**src/core/btms_pkg.sv**
```systemverilog
// btms_pkg: constants and types for board test mode selection
// assumes: one pci clock domain; pins reach the block through pad muxes
package btms_pkg;

  // ----------------------------------------------------------------
  // low-time count decode points
  // ----------------------------------------------------------------
  localparam int            CNT_W        = 6;
  localparam logic [5:0]    CNT_RST      = 6'h00;
  localparam logic [5:0]    CNT_MAX      = 6'h3F; // saturation ceiling
  localparam logic [5:0]    CNT_XOR1     = 6'h04;
  localparam logic [5:0]    CNT_XOR2     = 6'h05;
  localparam logic [5:0]    CNT_XOR3     = 6'h06;
  localparam logic [5:0]    CNT_XOR4     = 6'h07;
  localparam logic [5:0]    CNT_ALLZ     = 6'h08;
  localparam logic [5:0]    CNT_XOR6     = 6'h34; // 52
  localparam logic [5:0]    CNT_XOR4BG   = 6'h35; // 53

  // ----------------------------------------------------------------
  // chain slots
  // ----------------------------------------------------------------
  localparam int            NUM_CHAINS   = 6;
  localparam int            PIN_IDX_W    = 6;
  localparam int            NUM_PINS     = 64;

  typedef enum logic [3:0] {
    BTMS_NORMAL,
    BTMS_XOR1,
    BTMS_XOR2,
    BTMS_XOR3,
    BTMS_XOR4,
    BTMS_ALLZ,
    BTMS_XOR6,
    BTMS_XOR4BG
  } btms_mode_t;

  // selected mode with chain slot and chain flag
  typedef struct packed {
    logic       chainOn;
    logic [2:0] chainIdx;
    btms_mode_t mode;
  } btms_sel_t;

  localparam btms_sel_t SEL_RST = '{1'b0, 3'h0, BTMS_NORMAL};

  // count to mode; unmapped counts mean normal operation
  function automatic btms_sel_t btms_decode(input logic [5:0] cnt);
    btms_sel_t s;
    s = SEL_RST;
    unique case (cnt)
      CNT_XOR1:   s = '{1'b1, 3'h0, BTMS_XOR1};
      CNT_XOR2:   s = '{1'b1, 3'h1, BTMS_XOR2};
      CNT_XOR3:   s = '{1'b1, 3'h2, BTMS_XOR3};
      CNT_XOR4:   s = '{1'b1, 3'h3, BTMS_XOR4};
      CNT_ALLZ:   s = '{1'b0, 3'h0, BTMS_ALLZ};
      CNT_XOR6:   s = '{1'b1, 3'h4, BTMS_XOR6};
      CNT_XOR4BG: s = '{1'b1, 3'h5, BTMS_XOR4BG};
      default:    s = SEL_RST;
    endcase
    return s;
  endfunction

endpackage

```
**src/core/btms_core.sv**
```systemverilog
// btms_core: test mode selection and xor connectivity chains
// assumes: clk is the pci clock; pads fed by padOut/padOe, read via padIn
`timescale 1ns/10ps
module btms_core
  import btms_pkg::*;
#(
  parameter int NPINS = btms_pkg::NUM_PINS,
  parameter logic [btms_pkg::NUM_CHAINS-1:0][btms_pkg::NUM_PINS-1:0]
    CHAIN_MASK = {64'h0000_00FF_0000_0000, 64'h00FF_0000_0000_0000,
                  64'h0000_0000_FF00_0000, 64'h0000_0000_00FF_0000,
                  64'h0000_0000_0000_FF00, 64'h0000_0000_0000_00FF},
  parameter logic [btms_pkg::NUM_CHAINS-1:0][btms_pkg::PIN_IDX_W-1:0]
    CHAIN_OUT = {6'h28, 6'h38, 6'h20, 6'h18, 6'h10, 6'h08}
)(
  input  wire logic              clk,
  input  wire logic              rst_n,
  input  wire logic              rtc_domain_reset_n,
  input  wire logic              core_power_good,
  input  wire logic              host_bus_reset_out_n,
  input  wire logic [NPINS-1:0]  padIn,
  input  wire logic [NPINS-1:0]  coreOut,
  input  wire logic [NPINS-1:0]  coreOe,
  output logic      [NPINS-1:0]  padOut,
  output logic      [NPINS-1:0]  padOe,
  output btms_pkg::btms_mode_t   testMode,
  output logic                   test_point_zero
);
  import btms_pkg::*;

  // ----------------------------------------------------------------
  // input synchronisers
  // ----------------------------------------------------------------
  logic             rtcMeta;
  logic             rtcSync;
  logic             rtcPrev;
  logic             pgMeta;
  logic             pgSync;
  logic [NPINS-1:0] padMeta;
  logic [NPINS-1:0] padSync;
  logic [CNT_W-1:0] lowCount;
  logic [CNT_W-1:0] next_lowCount;
  btms_sel_t        sel;
  logic             rtcRise;
  logic             countEn;
  logic [NUM_CHAINS-1:0] parity;
  logic [NPINS-1:0] outOneHot;

  // reset pin and power good, two stages each
  always_ff @(posedge clk or negedge rst_n)
  begin
    if (!rst_n)
    begin
      rtcMeta <= 1'b1;
      rtcSync <= 1'b1;
      rtcPrev <= 1'b1;
      pgMeta  <= 1'b0;
      pgSync  <= 1'b0;
    end
    else
    begin
      rtcMeta <= rtc_domain_reset_n;
      rtcSync <= rtcMeta;
      rtcPrev <= rtcSync;
      pgMeta  <= core_power_good;
      pgSync  <= pgMeta;
    end
  end

  // chain input pins, two stages
  always_ff @(posedge clk or negedge rst_n)
  begin
    if (!rst_n)
    begin
      padMeta <= '0;
      padSync <= '0;
    end
    else
    begin
      padMeta <= padIn;
      padSync <= padMeta;
    end
  end

  // ----------------------------------------------------------------
  // low-time counter
  // ----------------------------------------------------------------
  assign rtcRise = rtcSync & ~rtcPrev;
  // count only once bus reset is released
  assign countEn = pgSync & ~rtcSync & host_bus_reset_out_n;

  // clear on power loss or rise, saturate at ceiling
  always_comb
  begin
    next_lowCount = lowCount;
    if (!pgSync || rtcRise)
      next_lowCount = CNT_RST;
    else if (countEn && lowCount != CNT_MAX)
      next_lowCount = lowCount + 6'h01;
  end

  always_ff @(posedge clk or negedge rst_n)
  begin
    if (!rst_n)
      lowCount <= CNT_RST;
    else
      lowCount <= next_lowCount;
  end

  // ----------------------------------------------------------------
  // mode latch
  // ----------------------------------------------------------------
  // decode on rising edge; unmapped count gives normal
  always_ff @(posedge clk or negedge rst_n)
  begin
    if (!rst_n)
      sel <= SEL_RST;
    else if (!pgSync)
      sel <= SEL_RST;
    else if (rtcRise && pgSync)
      sel <= btms_decode(lowCount);
  end

  assign testMode = sel.mode;

  // ----------------------------------------------------------------
  // xor chains
  // ----------------------------------------------------------------
  // inverted parity of member inputs per chain
  genvar g;
  generate
    for (g = 0; g < NUM_CHAINS; g++)
    begin : g_chain
      always_ff @(posedge clk or negedge rst_n)
      begin
        if (!rst_n)
          parity[g] <= 1'b1;
        else
          parity[g] <= ~^(padSync & CHAIN_MASK[g] &
                          ~(NPINS'(1) << CHAIN_OUT[g]));
      end
    end
  endgenerate

  // one-hot of the selected chain output pin
  assign outOneHot = NPINS'(1) << CHAIN_OUT[sel.chainIdx];

  // ----------------------------------------------------------------
  // pad muxing
  // ----------------------------------------------------------------
  // float all in all-z; chain drives only its output
  always_ff @(posedge clk or negedge rst_n)
  begin
    if (!rst_n)
    begin
      padOut <= '0;
      padOe  <= '0;
    end
    else if (sel.mode == BTMS_ALLZ)
    begin
      padOut <= '0;
      padOe  <= '0;
    end
    else if (sel.chainOn)
    begin
      padOut <= parity[sel.chainIdx] ? outOneHot : '0;
      padOe  <= outOneHot;
    end
    else
    begin
      padOut <= coreOut;
      padOe  <= coreOe;
    end
  end

  // chain one result on test point zero, driven in chain one only
  always_ff @(posedge clk or negedge rst_n)
  begin
    if (!rst_n)
      test_point_zero <= 1'b0;
    else
      test_point_zero <= (sel.mode == BTMS_XOR1) & parity[0];
  end
endmodule // btms_core

```
**config.mk**
```make
export PLATFORM = sky130hd
export DESIGN_NAME = btms_core
export DESIGN_NICKNAME = d
export VERILOG_FILES = /design/src/core/btms_pkg.sv /design/src/core/btms_core.sv
export SDC_FILE = /design/constraint.sdc
export NUM_CORES = 1
export LEC_CHECK = 0
export BUFFER_PORTS_ARGS = -buffer_cell sky130_fd_sc_hd__buf_4
export CORE_MARGIN = 3
export CORE_UTILIZATION = 51
export DETAILED_ROUTE_END_ITERATION = 8
export GPL_ROUTABILITY_DRIVEN = 0
export PLACE_DENSITY = 0.84
export SETUP_SLACK_MARGIN = 0.1
export SYNTH_ARGS = -nofsm -noshare
export SYNTH_HDL_FRONTEND = slang
export SYNTH_SLANG_ARGS = --single-unit
```
**constraint.sdc**
```tcl
create_clock -name clk -period 3.1 [get_ports clk]
set_input_delay 0.775 -clock clk [delete_from_list [all_inputs] [get_ports clk]]
set_output_delay 0.775 -clock clk [all_outputs]
set_load 0.02 [all_outputs]
```
==> results.py <==
metrics = {
    "setup_path": {
        "worst-r2r-cell-count": 5,
        "critical_path_required_ns": 3.54,
        "path_class": "reg -> reg",
        "rrSetupSlack_ns": 1.21,
        "crit_path_end_kind": "flop",
        "r2r_end": "padOut[24]",
        "reg2reg_from": "sel[4]",
        "startpoint": "sel[4]",
        "start_kind": "flop",
        "critical_path_arrival_ns": 2.32,
        "path_max_fanout": 10,
    },
    "floorplan": {
        "die_h_um": 132.7,
        "start_util_pct": 53.04,
        "ios": 330,
        "rows": 45,
        "dieWidth_um": 132.7,
        "dieArea_um2": 17600,
        "coreArea_um2": 15430,
    },
    "synth": {
        "netlist_top_cells_count": "240 x dfrtp_1, 116 x and2_1, 44 x xnor2_1",
        "post-synth-top-area-cell": "dfrtp_1",
        "synth_area_per_cell_um2": 15.15,
        "synthCells": 540,
        "synthDistinctLibCells": 44,
        "synth_area_leaders": "dfrtp_1 73%, and2_1 8.9%, xnor2_1 4.7%",
        "ys.flop_type": "dfrtp_1",
        "yosysMostFrequentCell": "dfrtp_1",
        "ys_seq_area_share_pct": 76.28,
        "syn_nets": 742,
        "synth_seq_cells": 249,
        "synth_top_area_share_pct": 73.39,
        "syn_area_um2": 8183,
        "yosysWarnings": 0,
        "async_flop_share_pct": 100.0,
        "synth_edf_count": 0,
    },
    "power_and_ir_drop": {
        "p_switching_mw": 1.583,
        "seqPwrFrac_pct": 48.3,
        "internal_power_mw": 5.711,
        "p_clk_share_pct": 41.8,
        "combPwrFrac_pct": 9.9,
        "power.leakage_nw": 5.526,
        "vdd_drop_max_uv": 540.5,
        "pwr_density_cell_nw_per_um2": 628.3,
        "swShare_pct": 21.71,
    },
    "cts": {
        "clock-sinks": 249,
        "htree_levels": 1,
        "root_buffer": "clkbuf_16",
        "cts_setup_buffers": 0,
        "tritoncts": "built",
        "clock_latency_ns": 0.51,
        "cts_buffers": 25,
        "cts_buffer_depth": 3,
        "hold_buffers": 0,
        "clk_pin_slew_ns": 0.06,
        "cts_resized": 0,
    },
    "sta": {
        "maxSlewViolCount": 0,
        "holdWs_ns": 0.2233,
        "setup_tns_ns": 0,
        "finalClockSkew_ns": 0.01504,
        "rsz0062_at_grt": "no",
        "final_hold_viol_count": 0,
        "relSlewSlack_pct": 59.97,
        "period_share_pct": 60.84,
        "max_slew.worst_pin.slew_ns": 0.6004,
        "min_period_ns": 1.886,
        "max_freq_mhz": 530.2,
        "finalSetupViolCount": 0,
    },
    "grt": {
        "grt_overflow": 0,
        "antenna_found_initial": 0,
        "grt_pass1_vias": 5635,
        "grt_max_degree": 117,
        "grt_usage_pct": 22.14,
        "grt_pass1_wl_um": 30390,
    },
    "detailed_routing": {
        "drcViolationCount": 0,
        "drt_iter0_markers": 223,
        "ant_nets": 0,
        "wl_per_cell_um": 17.88,
        "wirelength_um": 19480,
        "firstDrtPassIters": 4,
        "vias": 5110,
        "vias_per_cell": 4.688,
    },
    "placed_design": {
        "dpl_cell_area_um2": 10760,
        "io_buffers": 312,
        "hpwl_um": 14100,
    },
    "layout": {
        "nFillCells": 963,
        "area_growth_pct": 41.87,
        "diodes": 0,
        "drive_gt1_share_pct": 42.78,
        "design_area_um2": 11610,
        "final_nets": 1064,
    },
    "run_status": {
        "status": "finished, final reports clean",
    },
    "min_path": {
        "worstHoldPathType": "in -> async",
    },
    "flow_run": {
        "maxCapViolCount": 0,
    },
}
==> flip-flops by register name, indices dropped and copies added (netlist names) <==
signal,cells
padOe,64
padOut,64
padMeta,48
padSync,48
lowCount,6
parity,6
sel,4
testMode,3
pgMeta,1
pgSync,1
rtcMeta,1
rtcPrev,1
rtcSync,1
test_point_zero,1
==> logic make-up after synthesis <==
family | Yosys count | synth area share [%]
xor gates and xnor gates | 45 | 4.817
and+or+nand+nor | 173 | 12.48
buffers and inverters | 28 | 1.789
muxes | 3 | 0.5351
AOI/OAI and AO/OA | 36 | 3.287
other | 1 | 0.04583
DFF | 249 | 76.28
adders and majority gates | 5 | 0.7645
==> worst max path at each step <==
stage                              to  depth (start not counted)
after floorplan           lowCount[5]                          4
after global placement    lowCount[5]                          5
after detailed placement  lowCount[5]                          5
after CTS                  padOut[24]                          5
after global routing      lowCount[5]                          5
final                      padOut[24]                          5
==> power by group through the flow <==
stage                     Sequential [mW]  Combinational (mW)  Clock (mW)
final                                3.52               0.723        3.05
after global routing                 3.54               0.779        3.25
after CTS                            3.53               0.737        3.11
after detailed placement             3.58               0.732           0
after global placement               3.57               0.712           0
after floorplan                      3.68               0.190           0
==> per-stage QoR <==
stage	utilization (%)	setup WS (ns)	instances	power (mW)
final	75.25	1.214	1090	7.294
after global routing	75.25	1.119	1090	7.574
after CTS	75.25	1.192	1090	7.377
after detailed placement	69.74	1.144	1046	4.313
after global placement	69.74	1.190	1046	4.285
after floorplan	-	1.328	540	3.865
==> critical path: stages (launching register included) <==
cell and delay [ns]:
dfrtp_1 0.49, ha_1 0.41, nor2_4 0.06, or2_1 0.25, or4_1 0.45, o21ai_1 0.15
==> routing by layer <==
layer / routed length, um / vias to the layer above / global-route usage, %
met1: 6807 / 2465 / 25.24
met2: 10290 / 244 / 39.36
met4: 764 / 0 / 8.545
li1: - / 2350 / -
met3: 1627 / 51 / 6.540
met5: 0 / - / 0
==> final cells by class <==
cell class / instances / area [um2] / share of cell area [%]
Clock buffer: 37 / 730.7 / 6.294
Clock inverter: 7 / 118.9 / 1.024
Inverter: 5 / 18.77 / 0.1617
Multi-Input combinational cell: 263 / 1802 / 15.52
Sequential cell: 249 / 6242 / 53.77
Tap cell: 211 / 264.0 / 2.274
Timing Repair Buffer: 318 / 2432 / 20.95
==> layout by cell type (no fill, tap or decap), types with 2 or more instances in the layout <==
| cell type | instances |
|---|---|
| xnor2_1 | 44 |
| buf_4 | 314 |
| clkbuf_8 | 6 |
| or4_1 | 2 |
| o21ai_0 | 9 |
| bufinv_16 | 3 |
| and3b_1 | 2 |
| nand4_1 | 2 |
| and2_1 | 116 |
| clkinvlp_4 | 2 |
| a22o_1 | 5 |
| inv_1 | 5 |
| o31ai_1 | 5 |
| nand3_1 | 2 |
| ha_1 | 5 |
| clkbuf_1 | 6 |
| clkbuf_16 | 25 |
| nor2_1 | 8 |
| buf_12 | 3 |
| a21oi_1 | 3 |
| nand2_1 | 26 |
| o211ai_1 | 4 |
| dfstp_2 | 9 |
| o2111ai_1 | 2 |
| o21ai_2 | 4 |
| dfrtp_1 | 240 |
| nand3b_1 | 3 |
(Power assumes the default switching activity.)
